<file path="src/core/arb_consts.svh">
// Offsets, field positions, reset values and codes for the dual arbiter control word.
// Assumes bit 31 of the register word is the most significant data bit.
`ifndef ARB_CONSTS_SVH
`define ARB_CONSTS_SVH

`define ARB_WORD_ADDR     32'hFEFF000C
`define ARB_RW_MASK       32'hFF70FFC0
`define ARB_RESET_CFG     32'h00000000

`define FBR_POS           30
`define FSR_POS           28
`define FBW_POS           26
`define FSW_POS           24
`define CPU_PRI_POS       22
`define CPU_PRK_POS       20
`define CPU_ENA_POS       16
`define PCI_SCH_POS       14
`define PCI_PRK_POS       10
`define PCI_PRIORITY_ORDER_CODE_POS      7
`define PCI_POL_POS       6
`define PCI_ENA_POS       0

`define FLAT_ALWAYS       2'h2
`define FLAT_SWITCH       2'h3
`define CPU_PARK_NONE     2'h0
`define CPU_PARK_LAST     2'h1
`define CPU_PARK_CPU0     2'h2
`define CPU_PARK_CPU1     2'h3

`define PCI_SCH_FIXED     2'h0
`define PCI_SCH_RR        2'h1
`define PCI_SCH_MIXED     2'h2
`define PCI_SCH_RSVD      2'h3
`define PCI_PARK_LAST     4'h0
`define PCI_PARK_BRIDGE   4'h8
`define PCI_PARK_NONE     4'hF
`define PCI_BRIDGE_ID     3'h7
`define PCI_RING_TOP      3'h7

`endif

</file>
<file path="src/core/arb_pkg.sv">
// Types shared by the arbiter control block and its priority picker.
// Assumes the constants header is compiled alongside.
package arb_pkg;

  typedef logic [2:0]      pci_id_t;
  typedef logic [7:0][2:0] pci_order_t;

  typedef enum logic {PCI_FREE, PCI_LOCKED} pci_lock_state_t;

  typedef struct packed {
    logic [31:0]     cfg;
    logic            cpu_ena;
    logic            pci_ena;
    logic            strap_done;
    logic [31:0]     rdata;
    logic            ack;
    logic [2:0]      cpu_gnt;
    logic            cpu_last;
    logic [1:0]      cpu_id;
    logic            flatten;
    logic [7:0]      pci_gnt;
    pci_id_t         pci_last;
    logic [3:0]      pci_swap;
    pci_lock_state_t lock_st;
    pci_id_t         lock_owner;
  } arb_state_t;

endpackage

</file>
<file path="src/core/pci_pick_if.sv">
// Carrier between the control block and the PCI priority picker.
// Assumes both ends share one clock; the picker is purely combinational.
`timescale 1ns/1ps
`default_nettype none
interface pci_pick_if;
  import arb_pkg::*;
  logic [7:0] req;
  pci_order_t order;
  logic       found;
  pci_id_t    winner;
  modport chooser (output req, output order, input found, input winner);
  modport picker  (input req, input order, output found, output winner);
endinterface
`default_nettype wire

</file>
<file path="src/core/pci_grant_pick.sv">
// Picks the first requesting master in a priority order list.
// Assumes the order list holds each master id exactly once.
`timescale 1ns/1ps
`default_nettype none
module pci_grant_pick
  import arb_pkg::*;
#(
  parameter int NUM_SLOTS = 8
)(
  // Order and requests in, winner out
  pci_pick_if.picker pk
);

  always_comb
  begin
    pk.found  = 1'b0;
    pk.winner = 3'h0;
    // Scan from the lowest slot last so it takes precedence
    for (int k = NUM_SLOTS - 1; k >= 0; k--)
    begin
      if (pk.req[pk.order[k]])
      begin
        pk.found  = 1'b1;
        pk.winner = pk.order[k];
      end
    end
  end

endmodule // pci_grant_pick
`default_nettype wire

</file>
<file path="src/core/dual_bus_arbiter_control.sv">
// Processor-side and PCI arbiters with their shared control and status word.
// Assumes requests and bus status are synchronous to sys_clk; straps are stable at reset.
// Operation
// - Four flattening selectors, one per cycle type, applied after each completed cycle.
// - Selector 00/01 none, 10 always flatten, 11 flatten on master switch.
// - Priority bit set rotates CPU0/CPU1; clear gives CPU0 fixed precedence.
// - CPU parking: 00 none, 01 last CPU, 10 CPU0, 11 CPU1.
// - Read-only CPU arbiter active bit; writes ignored.
// - PCI scheme: 00 fixed, 01 round robin, 10 mixed, 11 reserved.
// - PCI parking: 0000 last, 0001-0111 requester 6..0, 1000 bridge, 1111 none.
// - Fixed hierarchy rotates ring requester 6 down to 0 then bridge.
// - Mixed hierarchy orders four groups; codes 100-111 reserved.
// - Park-on-lock keeps locking master granted, denies others until lock released.
// - Park-on-lock clear ignores lock entirely.
// - Read-only PCI arbiter active bit fixed by strap.
// - Current CPU data bus master id on current_cpu_master_id only: from the internal arbiter grant, or from ext_cpu_master_id when the internal arbiter is off.
`timescale 1ns/1ps
`default_nettype none
`include "arb_consts.svh"
module dual_bus_arbiter_control
  import arb_pkg::*;
(
  // Clock and reset
  input  wire logic        sys_clk,
  input  wire logic        srst,
  // Configuration straps
  input  wire logic        cpu_arb_strap,
  input  wire logic        pci_arb_strap,
  // Register access
  input  wire logic        reg_cs,
  input  wire logic        reg_we,
  input  wire logic [31:0] reg_addr,
  input  wire logic [3:0]  reg_be,
  input  wire logic [31:0] reg_wdata,
  output logic      [31:0] reg_rdata,
  output logic             reg_ack,
  // Processor bus
  input  wire logic [1:0]  cpu_req,
  input  wire logic        bridge_cpu_req,
  input  wire logic        cpu_addr_idle,
  input  wire logic        cyc_done,
  input  wire logic        cyc_burst,
  input  wire logic        cyc_write,
  input  wire logic [1:0]  ext_cpu_master_id,
  output logic      [2:0]  cpu_gnt,
  output logic      [1:0]  current_cpu_master_id,
  output logic             cpu_flatten,
  // PCI bus
  input  wire logic [7:0]  pci_req,
  input  wire logic        pci_bus_idle,
  input  wire logic        pci_lock_active,
  output logic      [7:0]  pci_gnt
);

  arb_state_t  st_r;
  arb_state_t  st_nxt;
  pci_pick_if  pk ();

  logic [31:0] wmask;
  logic [31:0] read_word;
  logic [1:0]  flat_sel;
  logic [1:0]  cpu_prk;
  logic        cpu_pri;
  logic [1:0]  pci_sch;
  logic [3:0]  pci_prk;
  logic [2:0]  pci_priority_order_code;
  logic        pci_pol;
  logic        use_fixed;
  logic [2:0]  eff_priority_order_code;

  pci_grant_pick #(
    .NUM_SLOTS (8)
  ) u_pick (
    .pk (pk.picker)
  );

  // Ring position to master id and back; the map is its own inverse
  function automatic pci_id_t ring_map(input pci_id_t v);
    ring_map = (v == `PCI_RING_TOP) ? `PCI_BRIDGE_ID : 3'(3'h6 - v);
  endfunction

  function automatic pci_id_t enc8(input logic [7:0] oh);
    enc8 = 3'h0;
    for (int i = 0; i < 8; i++)
    begin
      if (oh[i])
      begin
        enc8 = 3'(i);
      end
    end
  endfunction

  assign wmask    = {{8{reg_be[3]}}, {8{reg_be[2]}}, {8{reg_be[1]}}, {8{reg_be[0]}}}
                    & `ARB_RW_MASK;
  assign cpu_pri  = st_r.cfg[`CPU_PRI_POS];
  assign cpu_prk  = st_r.cfg[`CPU_PRK_POS +: 2];
  assign pci_sch  = st_r.cfg[`PCI_SCH_POS +: 2];
  assign pci_prk  = st_r.cfg[`PCI_PRK_POS +: 4];
  assign pci_priority_order_code = st_r.cfg[`PCI_PRIORITY_ORDER_CODE_POS +: 3];
  assign pci_pol  = st_r.cfg[`PCI_POL_POS];
  // Active bits are not stored in the writable image, so writes cannot touch them
  assign read_word = st_r.cfg | (32'(st_r.cpu_ena) << `CPU_ENA_POS)
                     | (32'(st_r.pci_ena) << `PCI_ENA_POS);

  // Selector for the cycle type that just completed
  assign flat_sel = cyc_burst ? (cyc_write ? st_r.cfg[`FBW_POS +: 2] : st_r.cfg[`FBR_POS +: 2])
                              : (cyc_write ? st_r.cfg[`FSW_POS +: 2]
                                           : st_r.cfg[`FSR_POS +: 2]);

  // Reserved scheme, or reserved mixed hierarchy, degrades to fixed with code 000
  assign use_fixed = (pci_sch == `PCI_SCH_FIXED) || (pci_sch == `PCI_SCH_RSVD)
                     || ((pci_sch == `PCI_SCH_MIXED) && pci_priority_order_code[2]);
  assign eff_priority_order_code  = (pci_sch == `PCI_SCH_FIXED) ? pci_priority_order_code : 3'h0;

  // Priority order list for the picker
  always_comb
  begin
    pci_id_t  p;
    logic [1:0] g;
    logic [1:0] sg;
    p  = 3'h0;
    g  = 2'h0;
    sg = 2'(2'h0 - pci_priority_order_code[1:0]);
    pk.req = pci_req;
    for (int k = 0; k < 8; k++)
    begin
      if (use_fixed)
      begin
        p = 3'(3'h0 - eff_priority_order_code + 3'(k));
      end
      else if (pci_sch == `PCI_SCH_RR)
      begin
        p = 3'(ring_map(st_r.pci_last) + 3'h1 + 3'(k));
      end
      else
      begin
        g = 2'(sg + 2'(k / 2));
        p = {g, 1'(k % 2) ^ st_r.pci_swap[g]};
      end
      pk.order[k] = ring_map(p);
    end
  end

  always_comb
  begin
    logic [1:0] cw;
    logic       cv;
    logic       by_req;
    pci_id_t    pw;
    pci_id_t    wpos;
    cw     = 2'h0;
    cv     = 1'b1;
    by_req = 1'b1;
    pw     = 3'h0;
    wpos   = 3'h0;
    st_nxt = st_r;
    st_nxt.ack = 1'b0;

    // Straps are caught on the first cycle after reset release
    if (!st_r.strap_done)
    begin
      st_nxt.cpu_ena    = cpu_arb_strap;
      st_nxt.pci_ena    = pci_arb_strap;
      st_nxt.strap_done = 1'b1;
    end

    // Register word: unmapped reads return zero, unmapped writes are dropped
    if (reg_cs)
    begin
      st_nxt.ack = 1'b1;
      if (reg_addr == `ARB_WORD_ADDR)
      begin
        if (reg_we)
          st_nxt.cfg = (st_r.cfg & ~wmask) | (reg_wdata & wmask);
        else
          st_nxt.rdata = read_word;
      end
      else if (!reg_we)
        st_nxt.rdata = 32'h0;
    end

    // Processor-side arbitration
    if (cpu_req == 2'h3)
      cw = (cpu_pri && !st_r.cpu_last) ? 2'h1 : 2'h0;
    else if (cpu_req[0])
      cw = 2'h0;
    else if (cpu_req[1])
      cw = 2'h1;
    else if (bridge_cpu_req)
      cw = 2'h2;
    else
    begin
      by_req = 1'b0;
      case (cpu_prk)
        `CPU_PARK_NONE: cv = 1'b0;
        `CPU_PARK_LAST: cw = {1'b0, st_r.cpu_last};
        `CPU_PARK_CPU0: cw = 2'h0;
        default:        cw = 2'h1;
      endcase
    end
    // Grants only move between address tenures
    if (!st_r.cpu_ena)
      st_nxt.cpu_gnt = 3'h0;
    else if (cpu_addr_idle)
    begin
      st_nxt.cpu_gnt = cv ? 3'(3'h1 << cw) : 3'h0;
      if (by_req && !cw[1])
        st_nxt.cpu_last = cw[0];
    end
    if (!st_r.cpu_ena)
      st_nxt.cpu_id = ext_cpu_master_id;
    else if (st_nxt.cpu_gnt != 3'h0)
      st_nxt.cpu_id = st_nxt.cpu_gnt[2] ? 2'h2 : {1'b0, st_nxt.cpu_gnt[1]};
    st_nxt.flatten = cyc_done && ((flat_sel == `FLAT_ALWAYS)
                     || ((flat_sel == `FLAT_SWITCH)
                         && (st_nxt.cpu_gnt != st_r.cpu_gnt)));

    // PCI arbitration
    if (!st_r.pci_ena)
    begin
      st_nxt.pci_gnt = 8'h00;
      st_nxt.lock_st = PCI_FREE;
    end
    else
    begin
      case (st_r.lock_st)
        PCI_LOCKED:
        begin
          // Others are shut out while the lock stands
          st_nxt.pci_gnt = 8'(8'h01 << st_r.lock_owner);
          if (!pci_lock_active || !pci_pol)
            st_nxt.lock_st = PCI_FREE;
        end
        default:
        begin
          if (pci_pol && pci_lock_active && (st_r.pci_gnt != 8'h00))
          begin
            st_nxt.lock_st    = PCI_LOCKED;
            st_nxt.lock_owner = enc8(st_r.pci_gnt);
          end
          else if (pci_bus_idle)
          begin
            // Lock state plays no part here when park-on-lock is clear
            if (pk.found)
            begin
              wpos = ring_map(pk.winner);
              st_nxt.pci_gnt = 8'(8'h01 << pk.winner);
              st_nxt.pci_last = pk.winner;
              st_nxt.pci_swap[wpos[2:1]] = ~wpos[0];
            end
            else
            begin
              if (pci_prk == `PCI_PARK_LAST)
                st_nxt.pci_gnt = 8'(8'h01 << st_r.pci_last);
              else if (pci_prk < `PCI_PARK_BRIDGE)
              begin
                pw = 3'(4'h7 - pci_prk);
                st_nxt.pci_gnt = 8'(8'h01 << pw);
              end
              else if (pci_prk == `PCI_PARK_BRIDGE)
                st_nxt.pci_gnt = 8'(8'h01 << `PCI_BRIDGE_ID);
              else
                st_nxt.pci_gnt = 8'h00;
            end
          end
        end
      endcase
    end
  end

  always_ff @(posedge sys_clk)
  begin
    if (srst)
    begin
      st_r <= '{cfg: `ARB_RESET_CFG, lock_st: PCI_FREE, default: '0};
    end
    else
    begin
      st_r <= st_nxt;
    end
  end

  assign reg_rdata             = st_r.rdata;
  assign reg_ack               = st_r.ack;
  assign cpu_gnt               = st_r.cpu_gnt;
  assign current_cpu_master_id = st_r.cpu_id;
  assign cpu_flatten           = st_r.flatten;
  assign pci_gnt               = st_r.pci_gnt;
endmodule // dual_bus_arbiter_control
`default_nettype wire

</file>
<file path="config.mk">
export PLATFORM = sky130hd
export DESIGN_NAME = dual_bus_arbiter_control
export DESIGN_NICKNAME = d
export VERILOG_FILES = /design/src/core/arb_pkg.sv /design/src/core/pci_pick_if.sv /design/src/core/pci_grant_pick.sv /design/src/core/dual_bus_arbiter_control.sv
export VERILOG_INCLUDE_DIRS = /design/src /design/src/core
export SDC_FILE = /design/constraint.sdc
export NUM_CORES = 1
export LEC_CHECK = 0
export CORE_MARGIN = 10
export CORE_UTILIZATION = 35
export CTS_CLUSTER_DIAMETER = 30
export DETAILED_ROUTE_END_ITERATION = 8
export DONT_BUFFER_PORTS = 1
export GPL_ROUTABILITY_DRIVEN = 0
export GPL_TIMING_DRIVEN = 0
export SKIP_LAST_GASP = 1
export SLEW_MARGIN = 0
export SYNTH_ARGS = -nofsm -noshare
export SYNTH_HDL_FRONTEND = slang
export SYNTH_SLANG_ARGS = --single-unit
</file>
<file path="constraint.sdc">
create_clock -name sys_clk -period 12.6 [get_ports sys_clk]
set_clock_uncertainty 0.1 [all_clocks]
set_input_delay 0.63 -clock sys_clk [delete_from_list [all_inputs] [get_ports sys_clk]]
set_output_delay 0.63 -clock sys_clk [all_outputs]
set_load 0.01 [all_outputs]
</file>
Yosys cells after proc, flatten, opt, wreduce, memory -nomap -nowiden. Cells that the tools add are included.

Bits in registers: 94. Bits of input ports: 93. Output and inout port bits: 47.

Add/sub/neg operators: 31. Magnitude comparators: 15. Eq/ne operators: 23. Shift-type cells: 5. Muxes and demuxes: 117. Bitwise gates (word level): 15. Reductions and logical operators: 30.

Operator list (number): 3-bit 2-to-1 mux (43); 32-bit 2-to-1 mux (3); 32-bit bitwise AND (2); 8-bit 2-to-1 mux (5); 1-bit 2-to-1 mux (36); 3-bit subtractor (first input constant) (11); 32-bit equality test (second input constant) (1); 3-bit by 4-bit less-than comparator with 1-bit output (second input constant) (8); 32-bit NOT (1); 32-bit by 1-bit bitwise OR with 32-bit output (1); 32-bit by 17-bit bitwise OR with 32-bit output (1); 32-bit bitwise OR (1); 1-bit by 3-bit << shifter with 8-bit output (first input constant) (4); 3-bit equality test (second input constant) (10); 15-bit 2-to-1 mux (2); 3-bit adder (second input constant) (8); 1-bit binary-select mux with 3-bit select (8); 2-bit 2-to-1 mux (10); 2-bit by 3-bit less-than comparator with 1-bit output (second input constant) (5); 3-bit by 2-bit adder with 3-bit output (second input constant) (4); 2-bit equality test (second input constant) (6); 3-bit by 1-bit adder with 3-bit output (second input constant) (3); 1-bit NOT (9); 3-bit AND reduction (3); 29 further kinds (51).

Depth between registers and ports, before layout. Gate-level depths: netlist of the first run.

Depth after elaboration: 30. Depth in mapped cells: 27. Mapped depth without buffers: 26.

Modules after synthesis. A second synthesis of the first run with hierarchy kept.

Cells, all modules: 693. Area total of the unflattened synthesis: 5992.0 um2.

Modules (own cells, without submodules): dual_bus_arbiter_control (instances 1, cells an instance 581, area each 4833.4 um2, sequential area each 1481.4 um2); pci_grant_pick (instances 1, cells an instance 112, area each 1158.6 um2, sequential area each 0.0 um2).

Worst setup path after synthesis of the first run. No wires, ideal clock.

Kind: register to register. Start: register with a tool-made name. End: register with a tool-made name. Setup time: 0.072 ns. Arrival: 5.256 ns. Data required time: 12.428 ns. Slack: 7.173 ns. Stages on the path, launching flop included: 25. Buffers on the path: 3. Cells stage by stage: dfxtp_1 inv_1 ha_1 a21boi_4 buf_2 buf_1 a21oi_1 a31oi_1 ha_1 clkbuf_1 o2111ai_1 mux2i_1 a221o_1 nor3b_1 or4_4 a221oi_1 o211ai_1 a311o_1 o21ai_1 inv_1 ha_1 inv_1 nand4_1 a211oi_1 mux2i_1.

==> insert_results.sql, run 1 <==
INSERT INTO impl_metrics (metric_group, metric, value, unit) VALUES
('pwr', 'finalPower', '0.5789', 'mW'),
('timing', 'final-setup-viol-count', '0', ''),
('detailed_routing', 'vias_per_cell', '5.665', ''),
('clock_network', 'cts_resized', '0', ''),
('setup_path', 'critical_path_class', 'flop to flop', ''),
('synth', 'syn-mean-instance-area', '7.668', 'sq um'),
('setup_path', 'worst-r2r-setup-slack', '5980', 'ps'),
('detailed_routing', 'avgRoutedWirePerCell', '18.24', 'microns'),
('placed_design', 'detailed_place_hpwl', '15.60', 'mm'),
('placed_design', 'place_inst', '1067', ''),
('floorplan', 'die_width', '154.9', 'microns'),
('timing', 'fmaxAchievable', '151.1', 'MHz'),
('detailed_routing', 'remaining_drc_errors', '0', ''),
('timing', 'finalHoldViolCount', '0', ''),
('clock_network', 'cts_hold_buffers_added', '0', ''),
('timing', 'finalMaxSlewViolations', '0', ''),
('clock_network', 'cts_max_path_buffers', '2', ''),
('global_routing', 'pin_count_of_the_biggest_net_entering_global_routing', '14', ''),
('detailed_routing', 'postRouteWirelength', '19.77', 'mm'),
('synth', 'yosys_most_used_dff', 'dfxtp_1', ''),
('finish', 'stdcell_area', '7004', 'sq um'),
('synth', 'ys_warn_count', '0', ''),
('clock_network', 'cts_sinks', '74', ''),
('floorplan', 'design.die.area', '23980', 'sq um'),
('global_routing', 'antenna_found_initial', '1', ''),
('timing', 'final_period_minus_worst_setup_slack', '6620', 'ps'),
('synth', 'synthCells', '830', ''),
('finish', 'area_growth', '10.05', '%'),
('detailed_routing', 'route.antenna.remaining_nets', '0', ''),
('setup_path', 'worst_path_dominant_cell_family', 'compound AO/OA/AOI/OAI gates', ''),
('finish', 'fillerInstances', '1924', ''),
('clock_network', 'path_clk_slew', '60', 'ps'),
('detailed_routing', 'drt_first_pass_iters', '5', ''),
('detailed_routing', 'met3WireLength', '1.260', 'mm'),
('finish', 'layout.nets', '972', ''),
('detailed_routing', 'wire_length_on_met1', '8.829', 'mm'),
('clock_network', 'cts_made_buffers', '9', ''),
('synth', 'netlist_area', '6365', 'sq um'),
('setup_path', 'cp_cell_sequence', 'inv_1 > ha_1 > a21boi_4 > buf_2 > buf_1 > a21oi_1 > a31oi_1 > inv_1 > ha_1 > inv_1 > or4_1 > a31oi_1 > o31ai_1 > a221oi_1 > o211ai_1 > a311o_1 > o21ai_1 > inv_1 > ha_1 > inv_1 > nand4_1 > a21boi_0 > mux2i_1', ''),
('synth', 'synthesis_stage_register_bit_count', '74', ''),
('finish', 'post_route_cells_drive_above_1_share', '13.23', '%'),
('floorplan', 'io_pins', '140', ''),
('run', 'maxCapViolations', '0', ''),
('floorplan', 'area_of_the_placeable_core', '17900', 'sq um'),
('floorplan', 'effective_utilization_at_floorplan', '35.55', '%'),
('placed_design', 'detailedPlace.worstSlack', '6094', 'ps'),
('pwr', 'power.density', '82.65', 'nW/um^2'),
('timing', 'timing.max_slew.rel_slack', '47.15', '%'),
('setup_path', 'timing.critical_path.fanout_max', '10', ''),
('setup_path', 'critical_path_arrival', '6790', 'ps'),
('setup_path', 'critical_path.startpoint_type', 'flop', ''),
('timing', 'worst-slew-pin-transition', '792.8', 'ps'),
('detailed_routing', 'met2_wirelength', '9.240', 'mm'),
('setup_path', 'top_cell_by_count_worst_path', 'inv_1', ''),
('placed_design', 'io_buffer_count', '0', ''),
('finish', 'layout.cells.non_filler', '1084', ''),
('setup_path', 'setup.worst_path.end_class', 'flop', ''),
('synth', 'yosys.area.top_type', 'dfxtp_1', ''),
('synth', 'distinct_cell_type_count_after_synthesis', '93', ''),
('detailed_routing', 'num_vias', '6141', ''),
('synth', 'synth-seq-area-share', '23.28', '%'),
('timing', 'setup_repair_after_global_routing_missed_its_margin', 'false', ''),
('clock_network', 'cts_tree', 'yes', ''),
('status', 'outcome', 'finished, final reports clean', ''),
('pwr', 'static-leakage-power', '2.622', 'nW'),
('setup_path', 'worst-path-buf-inv', '7', ''),
('global_routing', 'total_grt_overflow', '0', ''),
('clock_network', 'clk_latency', '340', 'ps'),
('clock_network', 'cts.htree.levels', '3', ''),
('timing', 'setup_tns', '0', 'ps'),
('global_routing', 'global_route.usage.total', '15.83', '%');
[power breakdown]
group	switching (mW)	total (mW)	internal, mW	leakage [nW]
logic	0.0388	0.0624	0.0235	1.87
registers	0.00281	0.239	0.237	0.598
clock network	0.103	0.277	0.174	0.157
[final cells by class]
type                            instances  area, sq um  area share (%)
Antenna cell                            1        2.502         0.03573
Buffer                                 93        559.3           7.985
Clock buffer                           10        229.0           3.269
Clock inverter                          6        91.34           1.304
Inverter                               38        142.6           2.036
Multi-Input combinational cell        633         4212           60.13
Sequential cell                        74         1481           21.15
Tap cell                              229        286.5           4.091
[how the worst max path moves through the flow]
stage / startpoint / endpoint / depth (start not counted)
2_1_floorplan: flop / flop / 24
3_3_place_gp: flop / flop / 24
3_5_place_dp: flop / flop / 24
4_1_cts: flop / flop / 24
5_1_grt: flop / flop / 23
6_report: flop / flop / 23
[logic make-up after synthesis]
| group | after synthesis | share of synthesized area, % |
|---|---|---|
| simple gates | 304 | 24.26 |
| compound gates | 243 | 27.66 |
| buf+inv | 131 | 11.03 |
| flops | 74 | 23.28 |
| mux | 42 | 7.136 |
| fa+ha+maj | 30 | 5.897 |
| xor+xnor | 5 | 0.6880 |
| other cells | 1 | 0.05892 |
[per-stage QoR]
step	util, %	hold slack (ps)
2_1_floorplan	-	332.3
3_3_place_gp	37.32	341.4
3_5_place_dp	37.32	346.5
4_1_cts	39.11	327.4
5_1_grt	39.13	342.5
6_report	39.13	334.9
[routing by layer]
metal / vias to the layer above / global-route usage, %
li1: 3052 / -
met3: 31 / 3.612
met4: 0 / 5.218
met5: - / 0
met2: 158 / 25.84
met1: 2900 / 20.09
[synth_stat cells, types with 4 or more instances]
cell / instances
nor3_1: 13
o31ai_1: 9
buf_2: 6
and3_1: 7
and2_1: 7
nor4_1: 10
buf_4: 46
nand2_1: 96
inv_1: 35
nand2b_1: 10
mux2_2: 7
o31a_1: 7
a31oi_1: 10
xnor2_1: 4
o22a_1: 4
a21oi_1: 76
nand4_1: 5
nand4b_1: 4
o211ai_1: 10
buf_6: 4
nand3_1: 59
o22ai_1: 6
o311ai_0: 4
o21ai_0: 27
nand3b_1: 5
a21boi_0: 7
o21a_1: 4
dfxtp_1: 74
nor2b_1: 11
o2111ai_1: 5
clkbuf_1: 35
ha_1: 30
a211oi_1: 12
o221ai_1: 6
nor2_1: 47
mux2i_1: 33
Power figures use the tool's default switching activity.
==> run 2, diff against run 1 <==
- clock period: 12.6 -> 5.97 ns (I/O delays scaled with it)
==> run 2 against run 1 <==
Routed wire length is 0.55% higher. Combinational power is 120% higher. Design area is 2.0% higher. Flip-flop and latch count stayed put. Highest routed layer unchanged. Largest power group unchanged. Core utilization is 0.80 points higher.
==> insert_results.sql, run 2 (same netlist as run 1, synthesis figures left out) <==
INSERT INTO impl_metrics (metric_group, metric, value, unit) VALUES
('detailed_routing', 'num_vias', '6189', ''),
('finish', 'layout.nets', '979', ''),
('timing', 'fmaxAchievable', '175.7', 'MHz'),
('global_routing', 'antenna_found_initial', '1', ''),
('timing', 'setup_tns', '0', 'ps'),
('global_routing', 'total_grt_overflow', '0', ''),
('setup_path', 'worstRegToRegCells', '23', ''),
('floorplan', 'area_of_the_placeable_core', '17900', 'sq um'),
('detailed_routing', 'vias_per_cell', '5.673', ''),
('finish', 'post_route_cells_drive_above_1_share', '14.63', '%'),
('detailed_routing', 'dr.first_iter.drc_count', '448', ''),
('clock_network', 'cts.htree.levels', '3', ''),
('floorplan', 'die_y', '154.9', 'microns'),
('setup_path', 'critical_path.startpoint_type', 'flop', ''),
('timing', 'finalHoldViolCount', '0', ''),
('floorplan', 'placement_rows', '49', ''),
('global_routing', 'met1_layer_usage_reported_by_global_route', '20.05', '%'),
('clock_network', 'clk_root_buffer_cell', 'clkbuf_16', ''),
('pwr', 'power.density', '171.9', 'nW/um^2'),
('placed_design', 'place_inst', '1067', ''),
('worst_hold_path', 'hp-class', 'primary input to flop', ''),
('pwr', 'irDropWorstVdd', '0.0001527', 'V'),
('clock_network', 'cts_max_path_buffers', '2', ''),
('worst_hold_path', 'worst_hold_startpoint', 'reg_wdata[24]', ''),
('clock_network', 'path_clk_slew', '60', 'ps'),
('timing', 'finalHoldWorstSlack', '4.081', 'ps'),
('global_routing', 'met3_global_route_usage', '3.584', '%'),
('setup_path', 'setup.worst_path.end_class', 'flop', ''),
('floorplan', 'effective_utilization_at_floorplan', '35.55', '%'),
('floorplan', 'die_width', '154.9', 'microns'),
('detailed_routing', 'avgRoutedWirePerCell', '18.22', 'microns'),
('timing', 'setup_repair_after_global_routing_missed_its_margin', 'true', ''),
('timing', 'timing.max_slew.rel_slack', '54.02', '%'),
('finish', 'finalCoreUtilization', '39.92', '%'),
('detailed_routing', 'postRouteWirelength', '19.88', 'mm'),
('clock_network', 'cts_tree', 'yes', ''),
('floorplan', 'design.die.area', '23980', 'sq um'),
('finish', 'commonest_non_fill_non_tap_cell_in_the_layout', 'nand2_1', ''),
('global_routing', 'globalRoute.busiestLayer', 'met2', ''),
('clock_network', 'cts_sinks', '74', ''),
('finish', 'layout.cells.non_filler', '1091', ''),
('detailed_routing', 'drt_first_pass_iters', '5', ''),
('global_routing', 'grt.met2_usage', '26.10', '%'),
('detailed_routing', 'route.antenna.remaining_nets', '0', ''),
('pwr', 'finalPower', '1.228', 'mW'),
('floorplan', 'io_pins', '140', ''),
('timing', 'finalMaxSlewViolations', '0', ''),
('finish', 'fillerInstances', '1909', ''),
('detailed_routing', 'remaining_drc_errors', '0', ''),
('placed_design', 'io_buffer_count', '0', ''),
('global_routing', 'grt_pass1_vias', '6026', ''),
('finish', 'area_growth', '12.29', '%'),
('global_routing', 'pin_count_of_the_biggest_net_entering_global_routing', '14', ''),
('timing', 'worst-slew-pin-transition', '681.0', 'ps'),
('clock_network', 'clk_latency', '340', 'ps'),
('global_routing', 'global_route.usage.total', '15.88', '%'),
('setup_path', 'worst-r2r-setup-slack', '280', 'ps'),
('setup_path', 'timing.critical_path.fanout_max', '10', ''),
('finish', 'most_used_cells_in_the_layout_excluding_fill_and_tap_cells', 'nand2_1 (96), a21oi_1 (75), dfxtp_1 (74)', ''),
('timing', 'final_period_minus_worst_setup_slack', '5691', 'ps'),
('placed_design', 'detailed_place_hpwl', '15.60', 'mm'),
('setup_path', 'critical_path_class', 'flop to flop', ''),
('status', 'outcome', 'finished, final reports clean', ''),
('timing', 'final.period_utilization', '95.32', '%'),
('pwr', 'static-leakage-power', '2.665', 'nW'),
('timing', 'final-setup-viol-count', '0', ''),
('setup_path', 'required', '6140', 'ps'),
('worst_hold_path', 'hold_depth', '2', ''),
('clock_network', 'cts_made_buffers', '9', ''),
('run', 'maxCapViolations', '0', ''),
('setup_path', 'critical_path_arrival', '5860', 'ps'),
('global_routing', 'global_route_wire_length_before_repair', '31.68', 'mm');
[run 2: cell count changes in the layout (fill, tap and decap cells not counted), sizes merged]
cell and delta:
clkbuf +1, dlygate4sd3 +6
[run 2: cell type report]
cell class                 instances  area, sq um  area share [%]
buffer                            92        561.8           7.861
clock buffer                      10        229.0           3.204
clock inverter                     6        91.34           1.278
inverter                          38        142.6           1.996
multi-input combinational        633         4277           59.84
tap                              229        286.5           4.009
antenna                            1        2.502         0.03501
sequential                        74         1481           20.73
timing repair buffer               8        75.07           1.050
[run 2: per-stage QoR]
step	worst slack, ps	cell area, sq um
6_report	279.3	7147
5_1_grt	-9.675	7147
4_1_cts	9.790	7089
3_5_place_dp	-535.8	6681
3_3_place_gp	-533.5	6681
2_1_floorplan	542.7	6395
[run 2: how the worst max path moves through the flow]
stage,start,to,slack [ps],cells past startpoint
final,flop,flop,280,23
after global placement,flop,flop,-530,24
after CTS,flop,flop,10,24
after global routing,flop,flop,-10,24
after floorplan,flop,flop,540,24
after detailed placement,flop,flop,-540,24
[run 2: power breakdown]
group | internal, mW | switching (mW)
registers | 0.499 | 0.00592
logic | 0.0533 | 0.0847
clock network | 0.367 | 0.218
total | 0.920 | 0.308
[run 2: critical path, cell delays in order, from the launching register on]
cell and delay (ps):
dfxtp_1 390, inv_1 80, ha_1 330, a21boi_4 190, clkbuf_4 210, clkbuf_4 230, o211a_1 160, a21o_1 200
inv_1 130, ha_1 390, mux2i_1 260, a211oi_2 120, a2111o_1 430, o31ai_4 100, mux2_2 370, a21oi_1 160
a211oi_1 100, o311ai_2 440, a21oi_4 160, inv_1 130, ha_1 190, o21ai_0 230, a211oi_2 310, mux2i_1 190
[run 2: repair_timing]
action / CTS / global route
gates cloned: 0 / 0
hold buffers: 6 / 0
endpoints found under the setup margin: 11 / 11
hold endpoints to repair: 6 / 0
resized for setup: 5 / 12
setup buffers: 1 / 1
[run 2: layer usage]
layer | part of all wire (%) | wire length, microns
met5 | 0 | 0
met4 | 2.0 | 391
met3 | 6.3 | 1251
met2 | 47 | 9358
met1 | 45 | 8877
